`src/pfdc_pkg.sv`:
```
// Shared constants for the packet filter and DC-free coder.
package pfdc_pkg;
   // ----------------------------------------------------------------
   // Sizes and settings
   // ----------------------------------------------------------------
   localparam int          FIFO_DEPTH      = 66;      // FIFO bytes.
   localparam logic [1:0]  AF_OFF          = 2'h0;    // No address filter.
   localparam logic [1:0]  AF_NODE         = 2'h1;    // Node address only.
   localparam logic [1:0]  AF_NODE_GROUP   = 2'h2;    // Node or broadcast.
   localparam logic [1:0]  LB_NONE         = 2'h0;    // Plain NRZ.
   localparam logic [1:0]  LB_MANCH        = 2'h1;    // Manchester chips.
   localparam logic [1:0]  LB_WHITE        = 2'h2;    // LFSR whitening.
   localparam logic [15:0] CRC_POLY        = 16'h1021; // CCITT generator.
   localparam logic [15:0] CRC_SEED        = 16'h1D0F; // Checksum seed.
   localparam logic [8:0]  WHITE_SEED      = 9'h1FF;   // Whitening seed.
   localparam logic [7:0]  LEN_NO_LIMIT    = 8'hFF;    // Disables length check.
   localparam int          SYNC_MAX_BYTES  = 8;        // Sync pattern bytes.

   // Receive and transmit sequencer states.
   typedef enum logic [2:0] {
      PF_IDLE  = 3'b000,
      PF_SYNC  = 3'b001,
      PF_PAY   = 3'b010,
      PF_CRC   = 3'b011,
      PF_DONE  = 3'b100
   } pfdc_state_t;
endpackage : pfdc_pkg

```
`src/pfdc_top.sv`:
```
// Packet filter, checksum and DC-free line coder with a 66-byte FIFO.
`timescale 1ns/10ps
// Notes on behaviour
// - Level flags serve FIFO during long packets.
// - Sent flag after last bit leaves.
// - Packets without sync are silently dropped.
// - Sync starts payload; sets match only with filter off.
// - Filter 01 keeps node address matches.
// - Filter 10 keeps node or broadcast.
// - Address byte stays payload; receive only.
// - Address checked after sync; shared flag.
// - Variable length kept only below maximum.
// - Length byte kept; 255 disables check.
// - Transmit appends two checksum bytes.
// - Receive checks checksum, sets pass bit.
// - Bad checksum clears FIFO unless kept.
// - Checksum bytes never enter FIFO.
// - CCITT checksum catches leading, trailing zeros.
// - Manchester: one is 10, zero 01.
// - Only payload and checksum are coded.
// - Whitening XORs payload and checksum.
module pfdc_top
   import pfdc_pkg::*;
#(
   parameter int DEPTH = FIFO_DEPTH,   // FIFO bytes.
   parameter int SYNC_BYTES = 4        // Used sync pattern bytes.
)(
   // Clock and reset.
   input  wire logic        ref_clk,
   input  wire logic        nrst,
   // Configuration.
   input  wire logic        rx_mode,
   input  wire logic        tx_go,
   input  wire logic        var_len,
   input  wire logic [1:0]  addr_filter_sel,
   input  wire logic [7:0]  own_node_id,
   input  wire logic [7:0]  group_node_id,
   input  wire logic [7:0]  max_len_setting,
   input  wire logic        checksum_enable,
   input  wire logic        keep_bad_packet,
   input  wire logic [1:0]  line_balance_sel,
   input  wire logic [63:0] sync_pattern_bytes,
   input  wire logic [6:0]  fifo_mark,
   // Host FIFO port.
   input  wire logic        host_wr,
   input  wire logic [7:0]  host_wdata,
   input  wire logic        host_rd,
   output logic [7:0]       host_rdata,
   // Status flags.
   output logic             fifo_level_over_mark,
   output logic             fifo_full_flag,
   output logic             fifo_nonempty_flag,
   output logic             tx_packet_done,
   output logic             rx_payload_done,
   output logic             checksum_pass,
   output logic             sync_or_addr_hit,
   // Modem chip stream.
   input  wire logic        rx_chip,
   input  wire logic        rx_chip_en,
   output logic             tx_chip,
   output logic             tx_chip_en
);
   localparam int SW = SYNC_BYTES * 8;

   // ----------------------------------------------------------------
   // Declarations
   // ----------------------------------------------------------------
   logic [7:0]  mem [DEPTH];             // FIFO storage.
   logic [6:0]  wp_q, wp_d, rp_q, rp_d;  // FIFO pointers.
   logic [6:0]  cnt_q, cnt_d;            // FIFO level.
   pfdc_state_t st_q, st_d;              // Sequencer state.
   logic [SW-1:0] shf_q, shf_d;          // Sync shift register.
   logic [7:0]  byt_q, byt_d;            // Byte assembly.
   logic [2:0]  bit_q, bit_d;            // Bit index.
   logic [7:0]  len_q, len_d;            // Bytes left in payload.
   logic [7:0]  idx_q, idx_d;            // Payload byte index.
   logic        half_q, half_d;          // Manchester half chip.
   logic        fch_q, fch_d;            // First Manchester chip.
   logic        eng_wr, eng_rd;          // Engine FIFO strobes.
   logic [7:0]  eng_wdata;               // Engine FIFO data.
   logic        flush;                   // FIFO clear request.
   logic        crc_init, crc_en, crc_bit;
   logic [15:0] crc_q;
   logic        w_init, w_step, wbit;
   logic        dbit;                    // Decoded or source bit.
   logic        dvalid;                  // Decoded bit strobe.
   logic        ncoded;                  // Current section is coded.
   logic        rx_s1_q, rx_s2_q, rx_s3_q, rxe_s1_q, rxe_s2_q, rxe_s3_q;
   logic        rx_b, rx_e;              // Agreed synchronised inputs.
   logic        rx_b_q, rx_e_q;          // Held agreed levels.
   logic        ch_q, ch_d, chen_d;      // Transmit chip.
   logic        sent_d, rdy_d, ok_d, hit_d;
   logic        add_ok;                  // Address accepted.

   // ----------------------------------------------------------------
   // Input synchroniser
   // ----------------------------------------------------------------
   // Three stages; a change counts once stages two and three agree.
   always_ff @(posedge ref_clk) begin
      if (!nrst) begin
         {rx_s1_q, rx_s2_q, rx_s3_q, rxe_s1_q, rxe_s2_q, rxe_s3_q} <= 6'h00;
         rx_b_q <= 1'b0;
         rx_e_q <= 1'b0;
      end else begin
         {rx_s1_q, rx_s2_q, rx_s3_q} <= {rx_chip, rx_s1_q, rx_s2_q};
         {rxe_s1_q, rxe_s2_q, rxe_s3_q} <= {rx_chip_en, rxe_s1_q, rxe_s2_q};
         rx_b_q <= rx_b;
         rx_e_q <= (rxe_s2_q == rxe_s3_q) ? rxe_s2_q : rx_e_q;
      end
   end
   assign rx_b = (rx_s2_q == rx_s3_q) ? rx_s2_q : rx_b_q;
   // The chip strobe is the rising edge of the agreed enable level.
   assign rx_e = (rxe_s2_q == rxe_s3_q) && rxe_s2_q && !rx_e_q;

   // ----------------------------------------------------------------
   // Sub-blocks
   // ----------------------------------------------------------------
   // CCITT checksum engine
   pfdc_crc u_crc (
      .ref_clk (ref_clk),
      .nrst    (nrst),
      .init    (crc_init),
      .bit_en  (crc_en),
      .bit_in  (crc_bit),
      .crc_q   (crc_q)
   );
   pfdc_white u_white (
      .ref_clk (ref_clk),
      .nrst    (nrst),
      .init    (w_init),
      .step    (w_step),
      .wbit    (wbit)
   );

   // ----------------------------------------------------------------
   // Sequencer next state
   // ----------------------------------------------------------------
   always_comb begin
      st_d = st_q; shf_d = shf_q; byt_d = byt_q; bit_d = bit_q;
      len_d = len_q; idx_d = idx_q; half_d = half_q; fch_d = fch_q;
      ch_d = ch_q; chen_d = 1'b0; eng_wr = 1'b0; eng_rd = 1'b0;
      eng_wdata = byt_q; flush = 1'b0; crc_init = 1'b0; crc_en = 1'b0;
      crc_bit = 1'b0; w_init = 1'b0; w_step = 1'b0; dbit = 1'b0;
      dvalid = 1'b0; sent_d = 1'b0; rdy_d = 1'b0; ok_d = checksum_pass;
      hit_d = 1'b0; add_ok = 1'b1;
      ncoded = (st_q == PF_PAY) || (st_q == PF_CRC);
      unique case (st_q)
         PF_IDLE: begin
            shf_d = '0; half_d = 1'b0; bit_d = 3'h0; idx_d = 8'h00;
            crc_init = 1'b1; w_init = 1'b1;
            if (rx_mode) st_d = PF_SYNC;
            else if (tx_go && cnt_q != 7'h00) begin
               st_d = PF_SYNC; shf_d = sync_pattern_bytes[63 -: SW];
               len_d = 8'(SW);
            end
         end
         PF_SYNC: begin
            if (rx_mode && rx_e) begin
               // No match keeps hunting; nothing is flagged.
               shf_d = {shf_q[SW-2:0], rx_b};
               if (shf_d == sync_pattern_bytes[63 -: SW]) begin
                  st_d = PF_PAY; fch_d = 1'b1;
                  hit_d = (addr_filter_sel == AF_OFF);
                  len_d = max_len_setting;
               end
            end else if (!rx_mode) begin
               // Sync is sent plain NRZ, one chip per clock.
               chen_d = 1'b1; ch_d = shf_q[SW-1];
               shf_d = {shf_q[SW-2:0], 1'b0}; len_d = len_q - 8'h01;
               if (len_q == 8'h01) begin
                  st_d = PF_PAY; len_d = max_len_setting; half_d = 1'b0;
               end
            end
         end
         PF_PAY, PF_CRC: begin
            if (rx_mode) begin
               // Manchester pairs chips; 10 decodes to one.
               if (rx_e) begin
                  if (line_balance_sel == LB_MANCH) begin
                     half_d = !half_q;
                     fch_d = rx_b;
                     dvalid = half_q; dbit = fch_q;
                  end else begin
                     dvalid = 1'b1; dbit = rx_b;
                  end
               end
               // Undo whitening before the byte is used.
               if (dvalid && line_balance_sel == LB_WHITE) begin
                  dbit = dbit ^ wbit; w_step = 1'b1;
               end
               if (dvalid) begin
                  byt_d = {byt_q[6:0], dbit}; bit_d = bit_q + 3'h1;
                  crc_en = checksum_enable && st_q == PF_PAY;
                  crc_bit = dbit;
                  if (bit_q == 3'h7) begin
                     if (st_q == PF_PAY) begin
                        eng_wr = 1'b1; eng_wdata = byt_d;
                        idx_d = idx_q + 8'h01; len_d = len_q - 8'h01;
                        if (idx_q == 8'h00 && var_len) begin
                           len_d = byt_d;
                           if (max_len_setting != LEN_NO_LIMIT &&
                               byt_d >= max_len_setting) begin
                              flush = 1'b1; st_d = PF_IDLE;
                           end
                        end else if (idx_q == (var_len ? 8'h01 : 8'h00) &&
                                     addr_filter_sel != AF_OFF) begin
                           // Node, or group when enabled.
                           // The byte is judged once complete, not while shifting.
                           add_ok = (byt_d == own_node_id) ||
                                    (byt_d == group_node_id &&
                                     addr_filter_sel == AF_NODE_GROUP);
                           if (add_ok) hit_d = 1'b1;
                           else begin
                              flush = 1'b1; st_d = PF_IDLE;
                           end
                        end
                        if (len_d == 8'h00 && st_d != PF_IDLE) begin
                           st_d = checksum_enable ? PF_CRC : PF_DONE;
                           len_d = 8'h02;
                        end
                     end else begin
                        len_d = len_q - 8'h01;
                        if (len_q == 8'h01) st_d = PF_DONE;
                     end
                  end
                  if (st_q == PF_CRC) begin
                     shf_d = {shf_q[SW-2:0], dbit};
                  end
               end
            end else begin
               // Transmit: payload bytes then two checksum bytes.
               chen_d = 1'b1;
               if (bit_q == 3'h0 && !half_q) begin
                  if (st_q == PF_PAY && cnt_q == 7'h00) chen_d = 1'b0;
                  else if (st_q == PF_PAY) begin
                     eng_rd = 1'b1; byt_d = mem[rp_q];
                  end else byt_d = len_q[1] ? ~crc_q[15:8] : ~crc_q[7:0];
               end
               dbit = byt_d[7];
               if (chen_d) begin
                  if (line_balance_sel == LB_WHITE) dbit = dbit ^ wbit;
                  // A one goes out as 10, a zero as 01.
                  if (line_balance_sel == LB_MANCH) begin
                     ch_d = half_q ? !dbit : dbit; half_d = !half_q;
                  end else ch_d = dbit;
                  if (line_balance_sel != LB_MANCH || half_q) begin
                     w_step = (line_balance_sel == LB_WHITE);
                     crc_en = checksum_enable && st_q == PF_PAY;
                     crc_bit = byt_d[7];
                     byt_d = {byt_d[6:0], 1'b0}; bit_d = bit_q + 3'h1;
                     if (bit_q == 3'h7) begin
                        len_d = len_q - 8'h01;
                        if (st_q == PF_PAY && var_len && idx_q == 8'h00)
                           len_d = byt_q;
                        idx_d = idx_q + 8'h01;
                        if (len_d == 8'h00) begin
                           st_d = (st_q == PF_PAY && checksum_enable) ?
                                  PF_CRC : PF_DONE;
                           len_d = 8'h02;
                        end
                     end
                  end
               end
            end
         end
         PF_DONE: begin
            st_d = PF_IDLE;
            if (rx_mode) begin
               // Compare with the inverted final value.
               ok_d = !checksum_enable || (shf_q[15:0] == ~crc_q);
               // Bad sum clears FIFO silently unless kept.
               if (ok_d || keep_bad_packet) rdy_d = 1'b1;
               else flush = 1'b1;
            end else begin
               // Flag only after the final chip has gone out.
               sent_d = 1'b1;
            end
         end
         default: st_d = PF_IDLE;
      endcase
      if (st_q == PF_IDLE && !rx_mode && !tx_go) ch_d = 1'b0;
      if (ncoded && line_balance_sel == LB_NONE) w_step = 1'b0;
   end

   // ----------------------------------------------------------------
   // FIFO next state
   // ----------------------------------------------------------------
   // Level flags let the host service a long packet in flight.
   always_comb begin
      logic wr, rd;
      wr = (eng_wr || (host_wr && !rx_mode)) && cnt_q != 7'(DEPTH);
      rd = (eng_rd || (host_rd && rx_mode)) && cnt_q != 7'h00;
      wp_d = wr ? ((wp_q == 7'(DEPTH - 1)) ? 7'h00 : wp_q + 7'h01) : wp_q;
      rp_d = rd ? ((rp_q == 7'(DEPTH - 1)) ? 7'h00 : rp_q + 7'h01) : rp_q;
      cnt_d = cnt_q + (wr ? 7'h01 : 7'h00) - (rd ? 7'h01 : 7'h00);
      if (flush) begin
         wp_d = 7'h00; rp_d = 7'h00; cnt_d = 7'h00;
      end
   end

   // ----------------------------------------------------------------
   // Registers
   // ----------------------------------------------------------------
   always_ff @(posedge ref_clk) begin
      if (!nrst) begin
         st_q <= PF_IDLE; shf_q <= '0; byt_q <= 8'h00; bit_q <= 3'h0;
         len_q <= 8'h00; idx_q <= 8'h00; half_q <= 1'b0; fch_q <= 1'b0;
         ch_q <= 1'b0; wp_q <= 7'h00; rp_q <= 7'h00; cnt_q <= 7'h00;
         tx_chip <= 1'b0; tx_chip_en <= 1'b0; tx_packet_done <= 1'b0;
         rx_payload_done <= 1'b0; checksum_pass <= 1'b0;
         sync_or_addr_hit <= 1'b0; host_rdata <= 8'h00;
         fifo_level_over_mark <= 1'b0; fifo_full_flag <= 1'b0;
         fifo_nonempty_flag <= 1'b0;
      end else begin
         st_q <= st_d; shf_q <= shf_d; byt_q <= byt_d; bit_q <= bit_d;
         len_q <= len_d; idx_q <= idx_d; half_q <= half_d; fch_q <= fch_d;
         ch_q <= ch_d; wp_q <= wp_d; rp_q <= rp_d; cnt_q <= cnt_d;
         tx_chip <= ch_d; tx_chip_en <= chen_d;
         tx_packet_done <= sent_d; rx_payload_done <= rdy_d;
         checksum_pass <= ok_d; sync_or_addr_hit <= hit_d;
         host_rdata <= mem[rp_q];
         fifo_level_over_mark <= cnt_d > fifo_mark;
         fifo_full_flag <= cnt_d == 7'(DEPTH);
         fifo_nonempty_flag <= cnt_d != 7'h00;
      end
   end

   // FIFO storage, written without reset.
   always_ff @(posedge ref_clk) begin
      if (eng_wr && cnt_q != 7'(DEPTH)) mem[wp_q] <= eng_wdata;
      else if (host_wr && !rx_mode && cnt_q != 7'(DEPTH)) mem[wp_q] <= host_wdata;
   end
endmodule : pfdc_top

```
`src/pfdc_crc.sv`:
```
// CCITT checksum engine, one bit per clock, most significant bit first.
`timescale 1ns/10ps
module pfdc_crc
   import pfdc_pkg::*;
(
   // Clock and reset.
   input  wire logic        ref_clk,
   input  wire logic        nrst,
   // Control.
   input  wire logic        init,
   input  wire logic        bit_en,
   input  wire logic        bit_in,
   // Result.
   output logic [15:0]      crc_q
);
   logic [15:0] crc_d;   // Next checksum state.
   logic        fb;      // Feedback bit.

   // ----------------------------------------------------------------
   // Next value
   // ----------------------------------------------------------------
   // Seeding with a non-zero value lets leading zeros change the sum.
   always_comb begin
      fb    = crc_q[15] ^ bit_in;
      crc_d = crc_q;
      if (init) begin
         crc_d = CRC_SEED;
      end else if (bit_en) begin
         crc_d = {crc_q[14:0], 1'b0} ^ (fb ? CRC_POLY : 16'h0000);
      end
   end

   // Register stage.
   always_ff @(posedge ref_clk) begin
      if (!nrst) begin
         crc_q <= CRC_SEED;
      end else begin
         crc_q <= crc_d;
      end
   end
endmodule : pfdc_crc

```
`src/pfdc_white.sv`:
```
// Nine-bit whitening sequence generator, polynomial x^9 + x^5 + 1.
`timescale 1ns/10ps
module pfdc_white
   import pfdc_pkg::*;
(
   // Clock and reset.
   input  wire logic        ref_clk,
   input  wire logic        nrst,
   // Control.
   input  wire logic        init,
   input  wire logic        step,
   // Current whitening bit.
   output logic             wbit
);
   logic [8:0] lfsr_q;   // Shift register.
   logic [8:0] lfsr_d;   // Next value.

   // ----------------------------------------------------------------
   // Next value
   // ----------------------------------------------------------------
   always_comb begin
      lfsr_d = lfsr_q;
      if (init) begin
         lfsr_d = WHITE_SEED;
      end else if (step) begin
         lfsr_d = {lfsr_q[0] ^ lfsr_q[5], lfsr_q[8:1]};
      end
   end

   always_ff @(posedge ref_clk) begin
      if (!nrst) begin
         lfsr_q <= WHITE_SEED;
      end else begin
         lfsr_q <= lfsr_d;
      end
   end

   assign wbit = lfsr_q[0];
endmodule : pfdc_white

```
`config.mk`:
```
export PLATFORM = sky130hd
export DESIGN_NAME = pfdc_top
export DESIGN_NICKNAME = d
export VERILOG_FILES = /design/src/pfdc_pkg.sv /design/src/pfdc_top.sv /design/src/pfdc_crc.sv /design/src/pfdc_white.sv
export SDC_FILE = /design/constraint.sdc
export NUM_CORES = 1
export LEC_CHECK = 0
export BUFFER_PORTS_ARGS = -buffer_cell sky130_fd_sc_hd__buf_2
export CORE_ASPECT_RATIO = 0.75
export CORE_MARGIN = 4
export CORE_UTILIZATION = 35
export CTS_CLUSTER_SIZE = 24
export DETAILED_ROUTE_END_ITERATION = 12
export GPL_TIMING_DRIVEN = 0
export MAX_ROUTING_LAYER = met4
export PLACE_DENSITY = 0.53
export SETUP_SLACK_MARGIN = 0.1
export SKIP_LAST_GASP = 1
export SYNTH_ARGS = -nofsm -noshare
export SYNTH_HDL_FRONTEND = slang
export SYNTH_SLANG_ARGS = --single-unit
```
`constraint.sdc`:
```
create_clock -name ref_clk -period 6.8 [get_ports ref_clk]
set_input_delay 1.02 -clock ref_clk [delete_from_list [all_inputs] [get_ports ref_clk]]
set_output_delay 1.02 -clock ref_clk [all_outputs]
set_load 0.005 [all_outputs]
```
==> results of run 1 <==
## registers in the layout, indices dropped and copies added, names as in the netlist, 3 cells and up, named ones only
register and cells:
mem 528, shf_q 32, u_crc.crc_q 16, u_white.lfsr_q 9, byt_q 8, host_rdata 8, idx_q 8, len_q 8
cnt_q 7, rp_q 7, wp_q 7, bit_q 3, st_q 3
## report_power, final
group | leakage [nW] | switching (W) | total (W) | internal (W)
combinational | 3.85 | 0.00195 | 0.00313 | 0.00117
clock | 1.11 | 0.00167 | 0.00385 | 0.00218
sequential | 6.01 | 0.000188 | 0.00488 | 0.00469
total | 11.0 | 0.00381 | 0.0119 | 0.00804
## placed cells by master (no fill, tap or decap), types with 34 or more instances in the layout
| cell type | instances |
|---|---|
| edfxtp_1 | 528 |
| nor2_1 | 189 |
| mux4_2 | 161 |
| dfxtp_1 | 142 |
| nand2_1 | 123 |
| buf_2 | 116 |
| clkbuf_1 | 83 |
| clkbuf_16 | 72 |
| xnor2_1 | 59 |
| a21oi_1 | 52 |
| mux2i_1 | 48 |
| nor3_1 | 46 |
| a211oi_1 | 46 |
| a22oi_1 | 38 |
| inv_1 | 37 |
| xor2_1 | 37 |
| ha_1 | 36 |
| nand3_1 | 34 |
## worst max path at each step
| stage | to | slack, ns | cells after the start |
|---|---|---|---|
| floorplan | mem[0][2] | 1.43 | 6 |
| global placement | mem[56][2] | -2.36 | 7 |
| detailed placement | fifo_level_over_mark | 1.09 | 21 |
| CTS | fifo_level_over_mark | 1.43 | 22 |
| global route | fifo_level_over_mark | 1.03 | 22 |
| finish | fifo_level_over_mark | 1.34 | 22 |
## stage by stage
step | TNS (ns) | utilization [%] | cells | total power [W] | setup WS (ns)
after floorplan | 0 | - | 1944 | 0.00697 | 1.43
after global placement | -1070.82 | 37.6 | 3160 | 0.00801 | -2.36
after detailed placement | 0 | 37.9 | 3168 | 0.00803 | 1.09
after CTS | 0 | 40.7 | 3292 | 0.0119 | 1.43
after global routing | 0 | 40.7 | 3292 | 0.0124 | 1.03
final | 0 | 40.7 | 3292 | 0.0119 | 1.34
## routing by layer
layer	global-route usage (%)	wire, um	vias to the layer above
met3	5.86	8580	121
li1	-	-	7930
met4	5.05	2120	0
met1	30.7	41100	9549
met5	-	0	-
met2	27.0	36400	851
## area by class of cell
| class | count | share of cell area, % |
|---|---|---|
| Sequential cell | 670 | 55.9 |
| Multi-Input combinational cell | 1126 | 29.2 |
| Clock buffer | 86 | 5.58 |
| Tap cell | 1116 | 4.17 |
| Timing Repair Buffer | 108 | 2.00 |
| Buffer | 108 | 1.43 |
| Clock inverter | 38 | 1.29 |
| Inverter | 40 | 0.449 |
## cells by family after synthesis
kind of cell	count (synthesis)	share of synthesized area, %
and+or+nand+nor	511	8.16
AOI/OAI and AO/OA	270	6.34
muxes	210	14.2
DFF	670	64.5
adders and majority gates	38	1.66
xor gates and xnor gates	97	2.98
buffers and inverters	148	2.17
## worst register-to-register path, stage by stage, from the launching register on
cell      delay [ns]
dfxtp_1         0.30
clkbuf_1        0.20
nor3b_2         0.54
nand2_1         0.24
or3_1           0.35
buf_2           0.24
a21oi_1         0.58
inv_2           0.17
ha_1            0.33
inv_1           0.05
ha_1            0.21
fa_1            0.44
a21oi_1         0.15
nor2_1          0.07
o21a_1          0.17
nor2_1          0.08
o21bai_1        0.08
xnor2_1         0.36
nor2_1          0.08
ha_1            0.32
nand3_1         0.09
o21ai_0         0.17
o211a_1         0.16
==> results by group, run 1 <==
Logic synthesis
  – Synth cell types: 75
  – Synth Area per Inst: 14.9 um^2
  – Synth Instances: 1944
  – Synthesized area: 29000 um^2
  – Syn Nets: between 2000 and 2500
  – Commonest cells in the netlist: edfxtp_1, nor2_1, mux4_2
  – Ys Warns: 0
  – Post-synth top flop: edfxtp_1
  – Synth area leader: edfxtp_1
  – Top cell type's share of synthesized area: 54.7%
  – Top-count cell post-synth: edfxtp_1
  – Number of flops mapped to enable cells by yosys: 528
  – Largest cells by area after synthesis: edfxtp_1, mux4_2, dfxtp_1
  – #FFs+latches synth: 670
  – Register area share after synthesis: between 60 and 70%
  – Post-synth ARST share: 0%

Final layout
  – Share of layout cells above drive strength 1: 19.2%
  – Post-Layout Inst Area: between 30000 and 40000 um^2
  – Net total in the final layout: 2277
  – Area delta synth->final: 15.4%
  – Area taken by flip-flops and latches: 18700 um^2
  – Antenna fix cells: 0
  – Multi-input gate area: a little under 10000 um^2
  – Fill cells: 7577

Setup path
  – Crit path buffers/inverters: 4
  – CP endpoint kind: flop
  – Critical path's top delay family: simple AND/OR/NAND/NOR gates
  – Critical Path RT: 7.37 ns
  – CP startpoint: st_q[0]
  – Slowest stage cell on the critical path: a21oi_1
  – Reg2reg end: fifo_level_over_mark
  – FF-to-FF path depth: 22
  – CP arrival: 6.03 ns
  – Reg2Reg Setup Slack: around 1.3 ns
  – Startpoint types: flop
  – Kind of critical path: flop to flop
  – Slowest stage delay, CP: 0.58 ns
  – CP cell instances: clkbuf_1 > nor3b_2 > nand2_1 > or3_1 > buf_2 > a21oi_1 > inv_2 > ha_1 > inv_1 > ha_1 > fa_1 > a21oi_1 > nor2_1 > o21a_1 > nor2_1 > o21bai_1 > xnor2_1 > nor2_1 > ha_1 > nand3_1 > o21ai_0 > o211a_1
  – Critical path fanouts, max: 9
  – Critical R2R Launch: st_q[0]

Routing
  – 1st-iter DRT viols: 2285
  – TritonRoute pass-1 iters: 6
  – Post-DR wirelength/cell: 26.8 um
  – Vias/cell: between 5 and 6
  – Post-DRT Antenna Nets: 0
  – Drt total wl: between 80000 and 90000 um
  – Vias: 18500
  – Residual DRC count: 0

Clocking
  – Clk_lat worst skew: 0.64 ns
  – CTS H-tree depth: 3
  – Num CTS Buffers: 68
  – Max Root-Sink Buffers: 3
  – Clock Pin Slew Worst Setup and Hold Paths: 0.07 ns
  – Post-CTS Repair Setup Buffers: 0
  – Post-CTS Hold Buffers: 0
  – # resized after CTS: 0
  – CTS tree: built
  – CTS Sinks: between 600 and 700
  – Root Driver: clkbuf_16

Placement
  – Final GP Congestion: 0.929
  – PortBufs: 100
  – DP Area: ~31000 um^2
  – HPWL after detailed placement: approximately 62000 um

STA
  – Unrepaired setup endpoints after global routing: false
  – Period minus WS final: 5.46 ns
  – Hold violation total from the final report: 0
  – Worst hold slack: 0.442 ns
  – Slew Viols, Final: 0
  – Setup Skew: 0.0327 ns
  – Worst Max-Slew Pin Slew: about 1.4 ns
  – Fin crit share: between 80% and 90%
  – Final setup violation count: 0
  – Achievable frequency: 0.183 GHz
  – Slew headroom: 5.72%

GRT
  – GRT Overall Usage: 20.4%
  – Largest net degree at the start of global routing: roughly 40
  – Overflow after GRT: 0
  – Antenna violations before repair: 2
  – Vias in the first global route: between 15000 and 20000
  – First-pass GRT wire length: 126000 um

Worst hold path
  – HP Start: rx_s1_q
  – Hold Crit Depth: 1
  – Hold crit path type: flop to flop
  – Hold Path End: rx_s2_q

Die
  – Core footprint: 82200 um^2
  – Die area: 87500 um^2
  – Chip Height: 257 um
  – Die width: around 340 um
  – Initial Util: between 30% and 40%
  – Top Ports: roughly 140
  – Row Count: 91

Power
  – Peak VDD IR: 0.231 mV
  – Leak: 11.0 nW
  – Pwr Density: ~350 nW/um^2

Outcome
  – Status: finished, final reports clean

Run
  – Max Cap Viol: 0
Power figures use the tool's default switching activity.
==> run 2: changes to the inputs <==
--- a/config.mk
+++ b/config.mk
@@ -13,7 +13,7 @@
 export DETAILED_ROUTE_END_ITERATION = 12
 export GPL_TIMING_DRIVEN = 0
 export MAX_ROUTING_LAYER = met4
-export PLACE_DENSITY = 0.53
+export PLACE_DENSITY = 0.55
 export SETUP_SLACK_MARGIN = 0.1
 export SKIP_LAST_GASP = 1
 export SYNTH_ARGS = -nofsm -noshare
==> constraint.sdc (replaced) <==
create_clock -name ref_clk -period 4.44 [get_ports ref_clk]
set_input_delay 0.666 -clock ref_clk [delete_from_list [all_inputs] [get_ports ref_clk]]
set_output_delay 0.666 -clock ref_clk [all_outputs]
set_load 0.005 [all_outputs]
==> results by group, run 2 (same netlist as run 1, synthesis figures left out) <==
Power
  – Net Sw Power: 0.00585 W (was 0.00381 W)
  – Clock Power Share: 31.5% (was 32.4%)
  – Peak VDD IR: 0.271 mV (was 0.231 mV)
  – Internal power: 0.0122 W (was 0.00804 W)
  – Sw Ratio: 32.3% (was 32.1%)
  – Pwr Density: 538 nW/um^2 (was 354 nW/um^2)
  – Gate power share: 27.0% (was 26.4%)
  – Final total power: 0.0181 W (was 0.0119 W)
  – Leak: 11.1 nW (was 11.0 nW)
  – Flop pwr share: 41.4% (was 41.2%)

Placement
  – HPWL after detailed placement: 62300 um (was 62400 um)
  – Final GP Congestion: 0.925 (was 0.929)
  – DP Area: 31200 um^2 (was 31100 um^2)
  – DP Worst Slack: -0.899 ns (was 1.09 ns)
  – Placed Instances: 3170 (was 3168)
  – PortBufs: 100 (unchanged)

Routing
  – Vias: 18400 (was 18500)
  – Vias/cell: 5.58 (was 5.60)
  – Residual DRC count: 0 (unchanged)
  – Drt total wl: 87700 um (was 88100 um)
  – Post-DR wirelength/cell: 26.6 um (was 26.8 um)
  – 1st-iter DRT viols: 2428 (was 2285)
  – Post-DRT Antenna Nets: 0 (unchanged)
  – TritonRoute pass-1 iters: 6 (unchanged)

Setup path
  – Kind of critical path: flop to flop (unchanged)
  – CP arrival: 4.75 ns (was 6.03 ns)
  – Cell mode on critical path: mux4_2
  – Crit path buffers/inverters: 2 (was 4)
  – Reg2reg end: byt_q[2] (was fifo_level_over_mark)
  – Reg2Reg Setup Slack: 0.21 ns (was 1.34 ns)
  – Slowest stage delay, CP: 0.87 ns (was 0.58 ns)
  – CP cell instances: buf_2 > buf_1 > mux4_2 > mux4_2 > mux2i_1 > and2_1 > nor3_1 > a211oi_1 > nor3b_1 > o221a_1 (was clkbuf_1 > nor3b_2 > nand2_1 > or3_1 > buf_2 > a21oi_1 > inv_2 > ha_1 > inv_1 > ha_1 > fa_1 > a21oi_1 > nor2_1 > o21a_1 > nor2_1 > o21bai_1 > xnor2_1 > nor2_1 > ha_1 > nand3_1 > o21ai_0 > o211a_1)
  – Startpoint types: flop (unchanged)
  – Critical path fanouts, max: 10 (was 9)
  – Slowest stage cell on the critical path: buf_1 (was a21oi_1)
  – CP endpoint kind: flop (unchanged)
  – Critical Path RT: 4.96 ns (was 7.37 ns)
  – FF-to-FF path depth: 10 (was 22)
  – Critical path's top delay family: buffers and inverters (was simple AND/OR/NAND/NOR gates)

Worst hold path
  – Hold Path End: rxe_s1_q (was rx_s2_q)
  – HP Start: rx_chip_en (was rx_s1_q)
  – Hold Crit Depth: 2 (was 1)
  – Hold crit path type: primary input to flop (was flop to flop)

Clocking
  – Max Root-Sink Buffers: 3 (unchanged)
  – Clock Pin Slew Worst Setup and Hold Paths: 0.07 ns (about the same)
  – CTS tree: built (unchanged)
  – Clk_lat worst skew: 0.64 ns (about the same)
  – CTS H-tree depth: 3 (unchanged)
  – Root Driver: clkbuf_16 (unchanged)
  – CTS Sinks: 670 (unchanged)
  – Post-CTS Hold Buffers: 0 (unchanged)
  – Num CTS Buffers: 67 (was 68)

Run
  – Max Cap Viol: 0 (unchanged)

Final layout
  – Area delta synth->final: 16.0% (was 15.4%)
  – Max FFs per register: 528 (unchanged)
  – Largest registers: mem (528), shf_q (32), u_crc.crc_q (16) (unchanged)
  – Antenna fix cells: 0 (unchanged)
  – Commonest non-fill, non-tap cell in the layout: edfxtp_1 (unchanged)
  – Share of layout cells above drive strength 1: 20.9% (was 19.2%)
  – Post-Layout Inst Area: 33600 um^2 (was 33400 um^2)
  – Fill cells: 7589 (was 7577)
  – Most frequent cells in the layout: edfxtp_1, nor2_1, mux4_2, dfxtp_1, nand2_1 (unchanged)
  – Net total in the final layout: 2288 (was 2277)
  – Non-Filler Instances: 3303 (was 3292)
  – Reg with most FFs: mem (unchanged)

GRT
  – GRT met1 Usage: 30.5% (was 30.7%)
  – Antenna violations before repair: 1 (was 2)
  – Largest net degree at the start of global routing: 41 (unchanged)
  – First-pass GRT wire length: 126000 um (about the same)
  – Met3 usage: 5.44% (was 5.86%)
  – GR Layer Usage met2: 27.3% (was 27.0%)
  – Overflow after GRT: 0 (unchanged)
  – Vias in the first global route: 17700 (was 17600)
  – Gr busiest metal: met1 (unchanged)
  – GRT Overall Usage: 20.3% (was 20.4%)

STA
  – Fin crit share: 95.3% (was 80.3%)
  – Worst Max-Slew Pin Slew: 1.17 ns (was 1.41 ns)
  – Slew Viols, Final: 0 (unchanged)
  – Final WS setup: 0.209 ns (was 1.34 ns)
  – Period minus WS final: 4.23 ns (was 5.46 ns)
  – Slew headroom: 21.9% (was 5.72%)
  – Unrepaired setup endpoints after global routing: true (was false)
  – Achievable frequency: 0.236 GHz (was 0.183 GHz)
  – Final setup violation count: 0 (unchanged)
  – Setup TNS: 0 ns (unchanged)
  – Setup Skew: 0.0284 ns (was 0.0327 ns)
  – Hold violation total from the final report: 0 (unchanged)

Die
  – Die width: 340 um (unchanged)
  – Chip Height: 257 um (unchanged)
  – Die area: 87500 um^2 (unchanged)
  – Initial Util: 35.3% (unchanged)
  – Row Count: 91 (unchanged)
  – Top Ports: 135 (unchanged)
  – Core footprint: 82200 um^2 (unchanged)

Outcome
  – Status: finished, final reports clean (unchanged)
## run 2: worst max path at each step
stage	startpoint	endpoint	slack, ns	cells past startpoint
after floorplan	rx_mode	fifo_level_over_mark	0.16	21
after global placement	rx_mode	mem[62][2]	-2.13	6
after detailed placement	line_balance_sel[1]	fifo_level_over_mark	-0.90	21
after CTS	rx_s2_q	fifo_level_over_mark	0.08	20
after global routing	st_q[0]	fifo_level_over_mark	0.05	21
final	flop	byt_q[2]	0.21	10
## run 2: metrics by stage
| stage | util, % | hold slack, ns |
|---|---|---|
| 3_3_place_gp | 37.6 | 0.413 |
| 2_1_floorplan | - | 0.412 |
| 3_5_place_dp | 38.0 | 0.430 |
| 5_1_grt | 40.9 | 0.242 |
| 4_1_cts | 40.8 | 0.201 |
| 6_report | 40.9 | 0.233 |
## run 2: final cells by class
class | instances | area (um^2) | area share (%)
clock inverters | 44 | 428 | 1.27
well taps | 1116 | 1400 | 4.15
multi-input cells | 1126 | 9860 | 29.3
inverters | 40 | 153 | 0.454
repair buffers | 123 | 836 | 2.49
plain buffers | 105 | 503 | 1.50
flip-flops and latches | 670 | 18700 | 55.6
clock buffers | 79 | 1740 | 5.19
## run 2: timing repair
item / CTS / global route
setup endpoints to repair: 417 / 13
pin swaps: 5 / 8
buffers inserted: 9 / 4
endpoints found under the hold margin: 0 / 0
resized for setup: 23 / 17
cloned: 0 / 0
## run 2: per-layer routing
layer	part of all wire [%]	wire length (um)	vias up
met4	2.2	1970	0
met2	42	36800	794
li1	-	-	7956
met1	47	40900	9554
met5	0	0	-
met3	9.2	8040	126
## run 2: worst register-to-register path, cell delays in order, from the launching register on
cell and delay [ns]:
dfxtp_1 0.39, buf_2 0.39, buf_1 0.88, mux4_2 0.44, mux4_2 0.53, mux2i_1 0.30
and2_1 0.24, nor3_1 0.06, a211oi_1 0.53, nor3b_1 0.14, o221a_1 0.23
## run 2: power by group through the flow
| stage | Clock, W | Combinational (W) | Sequential (W) |
|---|---|---|---|
| after floorplan | 0 | 0.00314 | 0.00753 |
| after global placement | 0 | 0.00456 | 0.00766 |
| after detailed placement | 0 | 0.00471 | 0.00760 |
| after CTS | 0.00579 | 0.00479 | 0.00748 |
| after global routing | 0.00606 | 0.00527 | 0.00751 |
| final | 0.00570 | 0.00489 | 0.00749 |
